<file path="src/common/rfc_pkg.sv">
// Notes on behaviour
// - per-port undersize threshold, five low bits kept, resets to eight bytes
// - frame shorter than threshold, preamble and delimiter excluded, is short
// - frame at or above threshold but under 64 bytes is a runt
// - short and runt classes apply only in copper mode
// - discard bit clear, its reset value, forwards unknown control frames
// - only pause frames count as known control frames
// - partner negotiation register serves fiber-mode negotiation and receive status only
// - low sixteen bits show the latest configuration word from the partner
// - done flag bit 21 clear from negotiation reset until link up, then held
// - done flag meaningful only while negotiation is enabled
// - sync flag bit 20 is one while synced, latched low until read
package rfc_pkg;
   localparam logic [7:0]  RFC_IDX_THRESH   = 8'h14;
   localparam logic [7:0]  RFC_IDX_POLICY   = 8'h15;
   localparam logic [7:0]  RFC_IDX_PARTNER  = 8'h16;
   localparam int          RFC_ADDR_W       = 12;
   localparam int          RFC_THR_W        = 5;
   localparam logic [4:0]  RFC_THR_RESET    = 5'h08;
   localparam logic [0:0]  RFC_POLICY_RESET = 1'h0;
   localparam int          RFC_POLICY_BIT   = 0;
   localparam int          RFC_WORD_W       = 16;
   localparam int          RFC_SYNC_BIT     = 20;
   localparam int          RFC_DONE_BIT     = 21;
   localparam int          RFC_LEN_W        = 14;
   localparam int          RFC_MIN_FRAME    = 64;
   localparam logic [31:0] RFC_RDATA_RESET  = 32'h0000_0000;

   // negotiation progress, gray coded along the usual path
   typedef enum logic [1:0] {
      RFC_AN_OFF  = 2'b00,
      RFC_AN_WAIT = 2'b01,
      RFC_AN_DONE = 2'b11
   } rfc_an_t;

   // byte address of a register given its printed index
   function automatic logic [RFC_ADDR_W-1:0] rfc_byte_addr(input logic [7:0] idx);
      rfc_byte_addr = {{(RFC_ADDR_W-10){1'b0}}, idx, 2'b00};
   endfunction : rfc_byte_addr
endpackage : rfc_pkg

</file>
<file path="src/common/rfc_cls_if.sv">
interface rfc_cls_if
   import rfc_pkg::*;
#(
   parameter int LEN_W = RFC_LEN_W
);
   logic                 ce;
   logic                 frame_end;
   logic [LEN_W-1:0]     frame_len;
   logic                 frame_ctrl;
   logic                 frame_pause;
   logic                 copper;
   logic [RFC_THR_W-1:0] thresh;
   logic                 discard;
   logic                 res_valid;
   logic                 res_short;
   logic                 res_runt;
   logic                 res_deliver;
   logic                 res_drop;

   modport core (output ce, frame_end, frame_len, frame_ctrl, frame_pause, copper,
                 thresh, discard,
                 input  res_valid, res_short, res_runt, res_deliver, res_drop);
   modport cls  (input  ce, frame_end, frame_len, frame_ctrl, frame_pause, copper,
                 thresh, discard,
                 output res_valid, res_short, res_runt, res_deliver, res_drop);
endinterface : rfc_cls_if

</file>
<file path="src/design/rfc_classifier.sv">
module rfc_classifier
   import rfc_pkg::*;
#(
   parameter int LEN_W = RFC_LEN_W
) (
   input  wire logic clk_in,   // core clock
   input  wire logic rst_in,   // synchronous reset, high
   rfc_cls_if.cls    cls       // frame info and verdict
);
   localparam logic [LEN_W-1:0] MIN_FRAME = LEN_W'(RFC_MIN_FRAME);

   logic [LEN_W-1:0] thr_ext;
   logic             below_thr;
   logic             below_min;
   logic             unknown_ctrl;

   assign thr_ext      = LEN_W'(cls.thresh);
   assign below_thr    = cls.frame_len < thr_ext;
   assign below_min    = cls.frame_len < MIN_FRAME;
   assign unknown_ctrl = cls.frame_ctrl && !cls.frame_pause;

   always_ff @(posedge clk_in) begin
      if (rst_in) begin
         cls.res_valid <= 1'b0;
      end else if (cls.ce) begin
         cls.res_valid <= cls.frame_end;
      end
   end

   always_ff @(posedge clk_in) begin
      if (rst_in) begin
         cls.res_short <= 1'b0;
         cls.res_runt  <= 1'b0;
      end else if (cls.ce) begin
         cls.res_short <= cls.frame_end && cls.copper && below_thr;
         cls.res_runt  <= cls.frame_end && cls.copper && !below_thr && below_min;
      end
   end

   always_ff @(posedge clk_in) begin
      if (rst_in) begin
         cls.res_deliver <= 1'b0;
         cls.res_drop    <= 1'b0;
      end else if (cls.ce) begin
         cls.res_drop    <= cls.frame_end && unknown_ctrl && cls.discard;
         cls.res_deliver <= cls.frame_end && !(unknown_ctrl && cls.discard);
      end
   end
endmodule : rfc_classifier

</file>
<file path="src/design/rfc_top.sv">
// The APB interface to the registers was left to the implementer.
module rfc_top
   import rfc_pkg::*;
#(
   parameter int LEN_W = RFC_LEN_W
) (
   input  wire logic                  CLOCK_IN,          // core clock, 40 MHz
   input  wire logic                  RST_IN,            // synchronous reset, high
   input  wire logic                  CE_IN,             // clock enable, low freezes
   input  wire logic                  PSEL_IN,           // apb select
   input  wire logic                  PENABLE_IN,        // apb access phase
   input  wire logic                  PWRITE_IN,         // apb write
   input  wire logic [RFC_ADDR_W-1:0] PADDR_IN,          // apb byte address
   input  wire logic [31:0]           PWDATA_IN,         // apb write data
   input  wire logic [3:0]            PSTRB_IN,          // apb byte strobes
   output logic      [31:0]           PRDATA_OUT,        // apb read data
   output logic                       PREADY_OUT,        // apb ready
   output logic                       PSLVERR_OUT,       // apb error, unmapped
   input  wire logic                  COPPER_MODE_IN,    // 1 copper, 0 fiber
   input  wire logic                  FRAME_END_IN,      // received frame done
   input  wire logic [LEN_W-1:0]      FRAME_LEN_IN,      // bytes, no preamble/sfd
   input  wire logic                  FRAME_CTRL_IN,     // mac control frame
   input  wire logic                  FRAME_PAUSE_IN,    // control frame is pause
   output logic                       CLASS_VALID_OUT,   // verdict pulse
   output logic                       CLASS_SHORT_OUT,   // frame was short
   output logic                       CLASS_RUNT_OUT,    // frame was runt
   output logic                       FRAME_DELIVER_OUT, // pass to system side
   output logic                       FRAME_DROP_OUT,    // discard frame
   input  wire logic                  CFG_WORD_VALID_IN, // partner word strobe
   input  wire logic [RFC_WORD_W-1:0] CFG_WORD_IN,       // partner config word
   input  wire logic                  AN_ENABLE_IN,      // negotiation enabled
   input  wire logic                  AN_RESTART_IN,     // negotiation restart
   input  wire logic                  AN_LINK_OK_IN,     // link-up state reached
   input  wire logic                  RX_SYNC_IN,        // bit sync held
   output logic                       NEG_DONE_OUT       // negotiation_done_flag
);
   localparam logic [RFC_ADDR_W-1:0] ADDR_THRESH  = rfc_byte_addr(RFC_IDX_THRESH);
   localparam logic [RFC_ADDR_W-1:0] ADDR_POLICY  = rfc_byte_addr(RFC_IDX_POLICY);
   localparam logic [RFC_ADDR_W-1:0] ADDR_PARTNER = rfc_byte_addr(RFC_IDX_PARTNER);

   logic                  setup_phase;
   logic                  access_done;
   logic                  wr_done;
   logic                  rd_done;
   logic                  hit_thresh;
   logic                  hit_policy;
   logic                  hit_partner;
   logic                  mapped;
   logic                  partner_read;

   logic [RFC_THR_W-1:0]  undersize_threshold;
   logic                  unknown_ctrl_discard;
   logic [RFC_WORD_W-1:0] partner_word;
   logic                  rx_sync_flag;
   rfc_an_t               an_state;
   rfc_an_t               next_an_state;
   logic                  fiber_an;
   logic [31:0]           next_rdata;

   rfc_cls_if #(.LEN_W(LEN_W)) cls_bus ();

   // register bus decode
   assign setup_phase  = PSEL_IN && !PENABLE_IN;
   assign access_done  = PSEL_IN && PENABLE_IN && CE_IN;
   assign hit_thresh   = PADDR_IN == ADDR_THRESH;
   assign hit_policy   = PADDR_IN == ADDR_POLICY;
   assign hit_partner  = PADDR_IN == ADDR_PARTNER;
   assign mapped       = hit_thresh || hit_policy || hit_partner;
   assign wr_done      = access_done && PWRITE_IN && mapped;
   assign rd_done      = access_done && !PWRITE_IN && mapped;
   assign partner_read = rd_done && hit_partner;

   assign PREADY_OUT  = CE_IN;
   assign PSLVERR_OUT = PSEL_IN && PENABLE_IN && !mapped;

   // threshold register, low five bits only
   always_ff @(posedge CLOCK_IN) begin
      if (RST_IN) begin
         undersize_threshold <= RFC_THR_RESET;
      end else if (CE_IN && wr_done && hit_thresh && PSTRB_IN[0]) begin
         undersize_threshold <= PWDATA_IN[RFC_THR_W-1:0];
      end
   end

   // unknown control frame policy
   always_ff @(posedge CLOCK_IN) begin
      if (RST_IN) begin
         unknown_ctrl_discard <= RFC_POLICY_RESET[0];
      end else if (CE_IN && wr_done && hit_policy && PSTRB_IN[0]) begin
         unknown_ctrl_discard <= PWDATA_IN[RFC_POLICY_BIT];
      end
   end

   // partner word captured in fiber mode only
   always_ff @(posedge CLOCK_IN) begin
      if (RST_IN) begin
         partner_word <= '0;
      end else if (CE_IN && CFG_WORD_VALID_IN && !COPPER_MODE_IN) begin
         partner_word <= CFG_WORD_IN;
      end
   end

   // sync flag latches low; loss beats a concurrent read
   always_ff @(posedge CLOCK_IN) begin
      if (RST_IN) begin
         rx_sync_flag <= 1'b0;
      end else if (CE_IN) begin
         if (!RX_SYNC_IN || COPPER_MODE_IN) begin
            rx_sync_flag <= 1'b0;
         end else if (partner_read) begin
            rx_sync_flag <= 1'b1;
         end
      end
   end

   // negotiation progress
   assign fiber_an = AN_ENABLE_IN && !COPPER_MODE_IN;

   always_comb begin
      next_an_state = an_state;
      case (an_state)
         RFC_AN_OFF: begin
            if (fiber_an) begin
               next_an_state = RFC_AN_WAIT;
            end
         end
         RFC_AN_WAIT: begin
            if (!fiber_an || AN_RESTART_IN) begin
               next_an_state = fiber_an ? RFC_AN_WAIT : RFC_AN_OFF;
            end else if (AN_LINK_OK_IN) begin
               next_an_state = RFC_AN_DONE;
            end
         end
         RFC_AN_DONE: begin
            if (!fiber_an) begin
               next_an_state = RFC_AN_OFF;
            end else if (AN_RESTART_IN) begin
               next_an_state = RFC_AN_WAIT;
            end
         end
         default: begin
            next_an_state = RFC_AN_OFF;
         end
      endcase
   end

   always_ff @(posedge CLOCK_IN) begin
      if (RST_IN) begin
         an_state <= RFC_AN_OFF;
      end else if (CE_IN) begin
         an_state <= next_an_state;
      end
   end

   always_ff @(posedge CLOCK_IN) begin
      if (RST_IN) begin
         NEG_DONE_OUT <= 1'b0;
      end else if (CE_IN) begin
         NEG_DONE_OUT <= next_an_state == RFC_AN_DONE;
      end
   end

   // read data prepared in the setup cycle
   always_comb begin
      next_rdata = '0;
      if (hit_thresh) begin
         next_rdata[RFC_THR_W-1:0] = undersize_threshold;
      end else if (hit_policy) begin
         next_rdata[RFC_POLICY_BIT] = unknown_ctrl_discard;
      end else if (hit_partner) begin
         next_rdata[RFC_WORD_W-1:0] = partner_word;
         next_rdata[RFC_SYNC_BIT]   = rx_sync_flag;
         next_rdata[RFC_DONE_BIT]   = NEG_DONE_OUT;
      end
   end

   always_ff @(posedge CLOCK_IN) begin
      if (RST_IN) begin
         PRDATA_OUT <= RFC_RDATA_RESET;
      end else if (CE_IN && setup_phase && !PWRITE_IN) begin
         PRDATA_OUT <= next_rdata;
      end
   end

   // frame classification
   assign cls_bus.ce          = CE_IN;
   assign cls_bus.frame_end   = FRAME_END_IN;
   assign cls_bus.frame_len   = FRAME_LEN_IN;
   assign cls_bus.frame_ctrl  = FRAME_CTRL_IN;
   assign cls_bus.frame_pause = FRAME_PAUSE_IN;
   assign cls_bus.copper      = COPPER_MODE_IN;
   assign cls_bus.thresh      = undersize_threshold;
   assign cls_bus.discard     = unknown_ctrl_discard;

   rfc_classifier #(
      .LEN_W (LEN_W)
   ) u_classifier (
      .clk_in (CLOCK_IN),
      .rst_in (RST_IN),
      .cls    (cls_bus)
   );

   assign CLASS_VALID_OUT   = cls_bus.res_valid;
   assign CLASS_SHORT_OUT   = cls_bus.res_short;
   assign CLASS_RUNT_OUT    = cls_bus.res_runt;
   assign FRAME_DELIVER_OUT = cls_bus.res_deliver;
   assign FRAME_DROP_OUT    = cls_bus.res_drop;
endmodule : rfc_top

</file>
<file path="config.mk">
export PLATFORM = sky130hd
export DESIGN_NAME = rfc_top
export DESIGN_NICKNAME = d
export VERILOG_FILES = /design/src/common/rfc_pkg.sv /design/src/common/rfc_cls_if.sv /design/src/design/rfc_classifier.sv /design/src/design/rfc_top.sv
export SDC_FILE = /design/constraint.sdc
export NUM_CORES = 1
export LEC_CHECK = 0
export BUFFER_PORTS_ARGS = -buffer_cell sky130_fd_sc_hd__buf_2
export CORE_MARGIN = 4
export CORE_UTILIZATION = 47
export DETAILED_ROUTE_END_ITERATION = 10
export GPL_ROUTABILITY_DRIVEN = 0
export PLACE_DENSITY = 0.84
export SYNTH_ARGS = -nofsm -noshare
export SYNTH_HDL_FRONTEND = slang
export SYNTH_SLANG_ARGS = --single-unit
</file>
<file path="constraint.sdc">
create_clock -name CLOCK_IN -period 3.7 [get_ports CLOCK_IN]
set_input_delay 0.185 -clock CLOCK_IN [delete_from_list [all_inputs] [get_ports CLOCK_IN]]
set_output_delay 0.185 -clock CLOCK_IN [all_outputs]
set_load 0.01 [all_outputs]
</file>
==> key figures, run 1 <==
Clock network
  • Post-CTS Hold Fix Bufs: 0
  • Post-cts resize count: 0
  • Num CTS Buffers: 5
  • CTS max path bufs: 2
  • Clk sinks: 49
  • Clock transition at path regs: 0.09 ns
  • TritonCTS clock tree: built
  • # H-tree levels: 2
  • Worst skew pair latency: 0.29 ns
  • CTS root buf: clkbuf_8
  • Post-CTS Setup Inserts: 0

GRT
  • Largest net degree at the start of global routing: 51
  • Initial antenna violation count: 0
  • Number of global-route vias before repair: 2043
  • First-pass GRT wire length: 8930 um
  • Gr usage total: 0.178
  • Global route total overflow: 0

STA
  • Final Hold Fails: 0
  • Fmax: 0.505 GHz
  • Total negative slack: 0 ns
  • Unrepaired setup endpoints after global routing: no
  • Min cycle time layout: 1.98 ns
  • Slew @ Worst Pin: 1.06 ns
  • Clock Skew: 0.00617 ns
  • Final setup viols: 0
  • Max transition margin: 0.288
  • Tcrit/Tclk final: 0.536
  • Max Slew Vio Count: 0

Route
  • Max Used Layer: met4
  • Met2 wire len: 2750 um
  • Pre-antenna DRT Iters: 4
  • Routed Antenna Nets: 0
  • DR WL met3: 332 um
  • Post-Route WL: 5350 um
  • Wire length on met1: 2220 um
  • Avg WL per Cell: 13.4 um
  • Drt drc: 0
  • Via density: 5.18
  • Routed vias: 2070
  • Initial DRC count: 120

Finish
  • Nets@finish: 444
  • Post-route cell area: 2720 um^2
  • Area growth syn-to-layout: 20.3%
  • Inserted Diodes: 0
  • Layout cells sized above 1: 0.316
  • Layout fillers: 430

Synth
  • Cell area after synthesis: 2260 um^2
  • Flops & latches, synth: 49
  • Synth Instances: 271
  • Leading area contributor after synthesis: dfxtp_1
  • Async SR Flop Fraction: 0
  • Top cells by area, synth: dfxtp_1 (43%), nand2_1 (8.3%), a21oi_1 (6.9%)
  • Seq/Total Area, Yosys: 0.434
  • Number of synthesized flops with an enable pin: 0
  • Post-synth cell types: 42
  • Top cells by count, synth: nand2_1 (50), dfxtp_1 (49), a21oi_1 (31)
  • Synth Warn #: 0
  • Share of the synthesized area in the top cell type: 0.434
  • Prevailing post-synth register cell: dfxtp_1
  • Count leader, synth: nand2_1
  • Synthesized area per cell: 8.34 um^2

Critical path
  • Crit Path Max Fanout: 19
  • Worst setup SP type: input pin
  • Worst r2r src: cls_bus.thresh[1]
  • WP data arrival: 2.19 ns
  • CP Capture Type: register
  • CP startpoint: PADDR_IN[9]
  • Critical path type: in2reg
  • Req. time, crit path: 3.90 ns

Floorplan
  • Starting density of the core: 0.502
  • Placement Rows: 24
  • Die area: 5980 um^2
  • Core Region: 4500 um^2
  • Die height: 77.4 um
  • Die X: 77.4 um
  • Io pins: 133

Hold path
  • Worst min-delay path startpoint: CFG_WORD_IN[15]
  • HP Class: in2reg

Placement
  • Port Buf Inserts: 88
  • DPL Wire Length: 4000 um
  • DP Area: 2640 um^2

Outcome
  • Run status: completed

Power and ir drop
  • Total power per unit cell area: 344 nW/um^2
  • Peak VDD IR: 0.174 mV
  • Leakage power: 1.14 nW

Job
  • Max cap viols: 0
-- stage by stage --
step | total power, mW | setup slack, ns | instances | util | hold slack (ns)
2_1_floorplan | 0.615 | 1.94 | 284 | - | 0.321
3_3_place_gp | 0.650 | 1.45 | 392 | 0.585 | 0.429
3_5_place_dp | 0.652 | 1.41 | 392 | 0.585 | 0.431
4_1_cts | 0.945 | 1.70 | 400 | 0.604 | 0.111
5_1_grt | 0.982 | 1.51 | 400 | 0.604 | 0.110
6_report | 0.936 | 1.72 | 400 | 0.604 | 0.118
-- cells in the final DEF (no fill, tap or decap), types with 4 or more instances in the layout --
cell type	instances
nand2_1	50
nand3_1	20
clkbuf_8	5
conb_1	14
nor3_1	4
a21oi_1	31
o21ai_1	5
ha_1	4
dfxtp_1	49
a21oi_2	10
a211oi_1	4
a221oi_1	4
nor2_1	9
buf_2	88
inv_1	7
nand2b_1	9
-- per-layer routing --
| layer | track usage | vias up |
|---|---|---|
| met5 | 0 | - |
| li1 | - | 1058 |
| met3 | 0.0301 | 5 |
| met1 | 0.209 | 938 |
| met2 | 0.330 | 69 |
| met4 | 0.0552 | 0 |
-- cells by family (layout without fill, tap and decap cells) --
group / after synthesis / in the layout / share of synthesized area
AND/OR/NAND/NOR: 114 / 114 / 0.262
AO/OA/AOI/OAI: 63 / 63 / 0.178
other: 1 / 14 / 0.00166
adder cells (fa/ha/maj): 4 / 4 / 0.0221
buffers and inverters: 39 / 103 / 0.0974
flip-flops: 49 / 49 / 0.434
multiplexers: 1 / 1 / 0.00498
-- worst paths after layout --
check / slack (ns) / depth (start not counted) / end
min: 0.12 / 3 / partner_word[15]
max reg2reg: 2.07 / 5 / u_classifier.cls.res_short
max: 1.72 / 5 / PRDATA_OUT[0]
min reg2reg: 0.46 / 2 / partner_word[15]
-- where the power goes --
part	leakage [nW]	switching, mW	internal [mW]	total [mW]
combinational	0.697	0.0561	0.0422	0.0983
clock	0.0450	0.166	0.131	0.297
sequential	0.397	0.00454	0.536	0.541
-- registers in the layout (all words and copies together) (netlist names) --
register,count
cls_bus.thresh,5
u_classifier.cls.res_runt,1
u_classifier.cls.res_drop,1
u_classifier.cls.res_short,1
PRDATA_OUT,18
u_classifier.cls.res_valid,1
NEG_DONE_OUT,1
partner_word,16
an_state,2
rx_sync_flag,1
u_classifier.cls.res_deliver,1
cls_bus.discard,1
-- area by class of cell --
type	count	area, um^2	share of cell area
Timing Repair Buffer	88	440	0.162
Multi-Input combinational cell	196	1120	0.413
Clock inverter	2	10.0	0.00368
Clock buffer	6	72.6	0.0267
Tap cell	52	65.1	0.0239
Sequential cell	49	981	0.361
Inverter	7	26.3	0.00966
-- worst max-delay path, stage by stage --
cell and delay, ns:
buf_2 0.10, or4_4 0.58, nor4_4 0.89, a21oi_1 0.18, a211oi_1 0.26
(Power assumes the default switching activity.)
==> inputs of run 2 (changes only) <==
--- a/config.mk
+++ b/config.mk
@@ -5,12 +5,13 @@
 export SDC_FILE = /design/constraint.sdc
 export NUM_CORES = 1
 export LEC_CHECK = 0
+export ABC_AREA = 1
 export BUFFER_PORTS_ARGS = -buffer_cell sky130_fd_sc_hd__buf_2
 export CORE_MARGIN = 4
-export CORE_UTILIZATION = 47
+export CORE_UTILIZATION = 44
 export DETAILED_ROUTE_END_ITERATION = 10
 export GPL_ROUTABILITY_DRIVEN = 0
-export PLACE_DENSITY = 0.84
+export PLACE_DENSITY = 0.79
 export SYNTH_ARGS = -nofsm -noshare
 export SYNTH_HDL_FRONTEND = slang
 export SYNTH_SLANG_ARGS = --single-unit
==> constraint.sdc (replaced) <==
create_clock -name CLOCK_IN -period 2.04 [get_ports CLOCK_IN]
set_input_delay 0.102 -clock CLOCK_IN [delete_from_list [all_inputs] [get_ports CLOCK_IN]]
set_output_delay 0.102 -clock CLOCK_IN [all_outputs]
set_load 0.01 [all_outputs]
==> key figures, run 2 <==
Critical path
  • CP most frequent cell: a21oi_1
  • R2R Path End: u_classifier.cls.res_runt
  • CP Buf/Inv Count: 1 (unchanged)
  • Worst path slowest cell: dfxtp_1
  • CP max stage delay: 0.34 ns (-0.55 ns)
  • Crit Path Max Fanout: 2 (-17)
  • Worst r2r src: cls_bus.thresh[3]
  • Req. time, crit path: 2.22 ns (-1.68 ns)
  • Crit path cell chain: inv_1 > ha_1 > a21o_1 > a21oi_1 > nand2_1 > nand3_1 > a21oi_1
  • WP data arrival: 1.56 ns (-0.63 ns)
  • Worst setup SP type: register
  • Flop2flop setup slack: 0.66 ns (-1.41 ns)
  • WP depth: 7 (+2)
  • Top delay family on crit path: compound AO/OA/AOI/OAI gates
  • Critical path type: reg2reg
  • R2r worst-path depth: 7 (+2)
  • CP Capture Type: register

Power and ir drop
  • Total power per unit cell area: 648 nW/um^2 (+88%)
  • Peak VDD IR: 0.737 mV (+320%)
  • Leakage power: 1.43 nW (+25%)

Finish
  • Most flops, register: PRDATA_OUT
  • Inserted Diodes: 0 (unchanged)
  • Area growth syn-to-layout: 22.7%
  • Layout cells sized above 1: 0.318 (+0.00187)
  • Commonest non-fill, non-tap cell in the layout: buf_2
  • Nets@finish: 508 (+14%)
  • Max reg flops: 18 (unchanged)
  • Most frequent cells in the layout: buf_2 (88), nor2_1 (67), nand2_1 (54), dfxtp_1 (49), inv_1 (30)

STA
  • Clock Skew: 0.00750 ns (+0.00134 ns)
  • Max Slew Vio Count: 0 (unchanged)
  • Min cycle time layout: 1.38 ns
  • Final setup viols: 0 (unchanged)
  • Final Hold Fails: 0 (unchanged)
  • Worst hold slack: 0.0269 ns (-0.0915 ns)
  • Total negative slack: 0 ns (unchanged)
  • Slew @ Worst Pin: 0.628 ns (-0.437 ns)
  • Tcrit/Tclk final: 0.676
  • Unrepaired setup endpoints after global routing: no
  • Fmax: 0.725 GHz
  • Max transition margin: 0.581 (+0.293)

Placement
  • Port Buf Inserts: 88 (unchanged)
  • DPL Wire Length: 4300 um (+7.5%)

Route
  • Pre-antenna DRT Iters: 4 (unchanged)
  • Via density: 4.52 (-13%)
  • Routed vias: 2178 (+5.2%)
  • Post-Route WL: 5560 um (+4.1%)
  • Routed Antenna Nets: 0 (unchanged)
  • Drt drc: 0 (unchanged)
  • Initial DRC count: 96 (-20%)
  • Avg WL per Cell: 11.5 um (-14%)

Synth
  • Top cells by area, synth: dfxtp_1 (41%), nor2_1 (11%), nand2_1 (8.5%)
  • Synth Instances: 327 (+21%)
  • Seq/Total Area, Yosys: 0.414 (-0.0201)
  • Synth Warn #: 0 (unchanged)
  • Top cells by count, synth: nor2_1 (67), nand2_1 (54), dfxtp_1 (49)
  • Async SR Flop Fraction: 0 (unchanged)
  • Cell area after synthesis: 2370 um^2 (+4.9%)
  • Count leader, synth: nor2_1
  • Post-synth cell types: 27 (-36%)
  • Prevailing post-synth register cell: dfxtp_1
  • Leading area contributor after synthesis: dfxtp_1
  • Synthesized area per cell: 7.25 um^2 (-13%)
  • Number of synthesized flops with an enable pin: 0 (unchanged)
  • Share of the synthesized area in the top cell type: 0.414 (-0.0201)
  • Flops & latches, synth: 49 (unchanged)

GRT
  • Largest net degree at the start of global routing: 27 (-47%)
  • First-pass GRT wire length: 8650 um (-3.1%)
  • Global route total overflow: 0 (unchanged)
  • Initial antenna violation count: 0 (unchanged)
  • Gr usage total: 0.171 (-0.00736)
  • Number of global-route vias before repair: 1991 (-2.5%)

Hold path
  • Worst min-delay path startpoint: PWDATA_IN[1]
  • Hold Crit Endpoint: cls_bus.thresh[1]
  • Hold Path Stages: 3 (unchanged)
  • HP Class: in2reg

Floorplan
  • Starting density of the core: 0.458 (-0.0436)
  • Die X: 81.4 um (+5.2%)
  • Placement Rows: 26 (+8.3%)
  • Die height: 81.4 um (+5.2%)
  • Core Region: 5170 um^2 (+15%)
  • Die area: 6630 um^2 (+11%)
  • Io pins: 133 (unchanged)

Clock network
  • # H-tree levels: 2 (unchanged)
  • Clk sinks: 49 (unchanged)
  • CTS root buf: clkbuf_8
  • Clock transition at path regs: 0.09 ns (about the same)
  • TritonCTS clock tree: built
  • Post-CTS Hold Fix Bufs: 0 (unchanged)
  • Worst skew pair latency: 0.31 ns (+0.02 ns)
  • Post-CTS Setup Inserts: 0 (unchanged)
  • Post-cts resize count: 0 (unchanged)
  • Num CTS Buffers: 5 (unchanged)
  • CTS max path bufs: 2 (unchanged)

Job
  • Max cap viols: 0 (unchanged)

Outcome
  • Run status: completed
==> run 2: layer usage <==
metal	routed length, um	track usage	vias to the layer above
li1	-	-	1167
met1	2390	0.204	940
met2	2770	0.292	63
met3	328	0.0333	8
met4	82	0.0794	0
met5	0	0	-
==> run 2: worst register-to-register path, delay by kind of cell, from the launching register on <==
family                   cells  cell delay (ns)
AND/OR/NAND/NOR              2             0.15
buffers and inverters        1             0.06
AO/OA/AOI/OAI                3             0.44
adder cells (fa/ha/maj)      1             0.29
flip-flops                   1             0.34
==> run 2: cells by family (layout without fill, tap and decap cells) <==
| family | count (synthesis) | count (layout) | share of synthesized area |
|---|---|---|---|
| buffers and inverters | 60 | 132 | 0.125 |
| adder cells (fa/ha/maj) | 4 | 4 | 0.0211 |
| other | 1 | 14 | 0.00158 |
| flip-flops | 49 | 49 | 0.414 |
| AO/OA/AOI/OAI | 59 | 59 | 0.144 |
| AND/OR/NAND/NOR | 154 | 154 | 0.295 |
==> run 2: how the worst max path moves through the flow <==
stage	startpoint	end	slack [ns]
5_1_grt	cls_bus.thresh[3]	u_classifier.cls.res_short	0.56
3_3_place_gp	PENABLE_IN	PRDATA_OUT[6]	0.59
2_1_floorplan	cls_bus.thresh[3]	u_classifier.cls.res_runt	0.80
4_1_cts	cls_bus.thresh[3]	u_classifier.cls.res_runt	0.66
6_report	cls_bus.thresh[3]	u_classifier.cls.res_runt	0.66
3_5_place_dp	PENABLE_IN	PRDATA_OUT[6]	0.57
==> run 2: area by class of cell <==
cell class              instances  area, um^2
multi-input cells             231        1140
inverters                      33         124
repair buffers                 91         463
well taps                      70        87.6
clock inverters                 3        43.8
flip-flops and latches         49         981
clock buffers                   5        68.8
fillers                       509        2260
==> run 2: through the flow <==
| stage | setup slack [ns] | utilization | total power, mW | instances | instance area [um^2] |
|---|---|---|---|---|---|
| after global placement | 0.588 | 0.541 | 1.20 | 474 | 2800 |
| after detailed placement | 0.569 | 0.541 | 1.21 | 474 | 2800 |
| after floorplan | 0.799 | - | 1.14 | 340 | 2420 |
| after CTS | 0.656 | 0.563 | 1.90 | 482 | 2910 |
| final | 0.662 | 0.563 | 1.89 | 482 | 2910 |
| after global routing | 0.564 | 0.563 | 1.98 | 482 | 2910 |
==> run 2: report_power, final <==
| group | internal (mW) | switching [mW] |
|---|---|---|
| Combinational | 0.0798 | 0.114 |
| Sequential | 0.978 | 0.0111 |
| Clock | 0.368 | 0.336 |
| Total | 1.43 | 0.461 |
==> inputs of run 3 (changes only) <==
==> constraint.sdc (replaced) <==
create_clock -name CLOCK_IN -period 1.3 [get_ports CLOCK_IN]
set_input_delay 0.065 -clock CLOCK_IN [delete_from_list [all_inputs] [get_ports CLOCK_IN]]
set_output_delay 0.065 -clock CLOCK_IN [all_outputs]
set_load 0.01 [all_outputs]
==> key figures, run 3 (same netlist as run 2, synthesis figures left out) <==
Floorplan
  • Starting density of the core: 0.458 (unchanged)
  • Core Region: 5170 um^2 (unchanged)
  • Placement Rows: 26 (unchanged)
  • Die X: 81.4 um (unchanged)
  • Die height: 81.4 um (unchanged)
  • Die area: 6630 um^2 (unchanged)
  • Io pins: 133 (unchanged)

Clock network
  • TritonCTS clock tree: built
  • Clk sinks: 49 (unchanged)
  • Post-CTS Setup Inserts: 0 (unchanged)
  • # H-tree levels: 2 (unchanged)
  • Clock transition at path regs: 0.09 ns (about the same)
  • Worst skew pair latency: 0.30 ns (about the same)
  • Num CTS Buffers: 5 (unchanged)
  • CTS max path bufs: 2 (unchanged)
  • CTS root buf: clkbuf_8

Placement
  • DPL Wire Length: 4290 um (-0.22%)
  • Port Buf Inserts: 88 (unchanged)
  • DP Area: 2840 um^2 (+1.6%)

Finish
  • Max reg flops: 18 (unchanged)
  • Layout cells sized above 1: 0.354 (+0.0360)
  • Commonest non-fill, non-tap cell in the layout: buf_2
  • Layout fillers: 504 (-0.98%)
  • Area growth syn-to-layout: 28.1%
  • Most flops, register: PRDATA_OUT
  • Nets@finish: 517 (+1.8%)
  • Post-route cell area: 3040 um^2 (+4.4%)
  • Inserted Diodes: 0 (unchanged)
  • Most frequent cells in the layout: buf_2 (88), nor2_1 (66), nand2_1 (54), dfxtp_1 (46), o21ai_0 (28)

Critical path
  • WP data arrival: 1.48 ns (-0.08 ns)
  • Worst r2r src: cls_bus.thresh[4]
  • Critical path type: reg2reg
  • R2r worst-path depth: 8 (+1)
  • Crit path cell chain: inv_2 > ha_4 > inv_2 > nor2_4 > nand4_1 > nand2_1 > nand3_1 > a21oi_1
  • Flop2flop setup slack: 0.06 ns (-0.60 ns)
  • Crit Path Max Fanout: 2 (unchanged)
  • Critical Path Sink: u_classifier.cls.res_runt
  • Req. time, crit path: 1.54 ns (-0.68 ns)
  • CP max stage delay: 0.33 ns (about the same)
  • Worst setup SP type: register
  • R2R Path End: u_classifier.cls.res_runt
  • CP Capture Type: register
  • CP most frequent cell: inv_2
  • Worst path slowest cell: dfxtp_2
  • CP startpoint: cls_bus.thresh[4]

GRT
  • Number of global-route vias before repair: 2075 (+4.2%)
  • First-pass GRT wire length: 8940 um (+3.4%)
  • Gr usage total: 0.174 (+0.00298)
  • Global route total overflow: 0 (unchanged)
  • Initial antenna violation count: 0 (unchanged)
  • Largest net degree at the start of global routing: 24 (-11%)

STA
  • Total negative slack: 0 ns (unchanged)
  • Worst hold slack: 0.0103 ns (-0.0165 ns)
  • Max Slew Vio Count: 0 (unchanged)
  • Tcrit/Tclk final: 0.955 (+0.279)
  • Fmax: 0.806 GHz (+11%)
  • Final Hold Fails: 0 (unchanged)
  • Final setup viols: 0 (unchanged)
  • Min cycle time layout: 1.24 ns (-0.137 ns)
  • Clock Skew: 0.00717 ns (-0.000338 ns)

Hold path
  • HP Class: in2reg
  • Hold Path Stages: 3 (unchanged)

Route
  • Avg WL per Cell: 11.5 um (-0.72%)
  • Post-Route WL: 5630 um (+1.1%)
  • Via density: 4.58 (+1.4%)
  • Routed Antenna Nets: 0 (unchanged)
  • Drt drc: 0 (unchanged)
  • Initial DRC count: 106 (+10%)
  • Routed vias: 2249 (+3.3%)
  • Pre-antenna DRT Iters: 4 (unchanged)

Power and ir drop
  • Leakage power: 1.47 nW (+2.9%)
  • Peak VDD IR: 0.543 mV (-26%)
  • Total power per unit cell area: 980 nW/um^2 (+51%)

Job
  • Max cap viols: 0 (unchanged)

Outcome
  • Run status: completed
==> run 3: worst max-delay path, delay by kind of cell (launching register included) <==
kind | cells | cell delay [ns]
compound gates | 1 | 0.14
simple gates | 4 | 0.38
flops | 1 | 0.33
buf+inv | 2 | 0.08
fa+ha+maj | 1 | 0.25
==> run 3: area by class of cell <==
cell class / instances / area (um^2) / share of cell area
clock buffer: 5 / 68.8 / 0.0227
clock inverter: 3 / 43.8 / 0.0144
inverter: 33 / 124 / 0.0408
multi-input combinational: 231 / 1190 / 0.392
sequential: 49 / 985 / 0.324
tap: 70 / 87.6 / 0.0288
timing repair buffer: 100 / 538 / 0.177
==> run 3: worst min-delay path by stage <==
stage | startpoint | to | slack, ns
floorplan | PWDATA_IN[0] | cls_bus.discard | 0.20
global placement | PWDATA_IN[2] | cls_bus.thresh[2] | 0.28
detailed placement | PWDATA_IN[2] | cls_bus.thresh[2] | 0.29
CTS | CFG_WORD_IN[10] | partner_word[10] | 0.001
global route | CFG_WORD_IN[12] | partner_word[12] | 0.01
finish | CFG_WORD_IN[10] | partner_word[10] | 0.01
==> run 3: per-layer routing <==
layer,share of wire,GRT usage,wire length [um],up-vias
met5,0,0,0,-
met4,0.015,0.0591,82,0
met3,0.057,0.0377,322,8
met2,0.48,0.291,2720,64
met1,0.44,0.219,2500,994
li1,-,-,-,1183
==> run 3: where the power goes <==
group          internal, mW  leakage, nW  switching [mW]
Combinational         0.143         1.01           0.186
Clock                 0.577       0.0585           0.519
Sequential             1.54        0.398          0.0179
Total                  2.26         1.47           0.723
==> run 3: stage by stage <==
stage / power, mW / instances / util / worst slack [ns]
2_1_floorplan: 1.78 / 340 / - / 0.0585
3_3_place_gp: 1.89 / 480 / 0.550 / -0.0498
3_5_place_dp: 1.90 / 480 / 0.550 / -0.128
4_1_cts: 3.00 / 491 / 0.581 / 0.000770
5_1_grt: 3.13 / 491 / 0.587 / -0.00120
6_report: 2.98 / 491 / 0.587 / 0.0587
==> run 3: what timing repair did <==
item,4_1_cts,5_1_grt
hold buffers,3,0
setup endpoints to repair,2,2
pin swaps,3,7
resized for setup,3,11
hold endpoints to repair,3,0
cloned,0,0
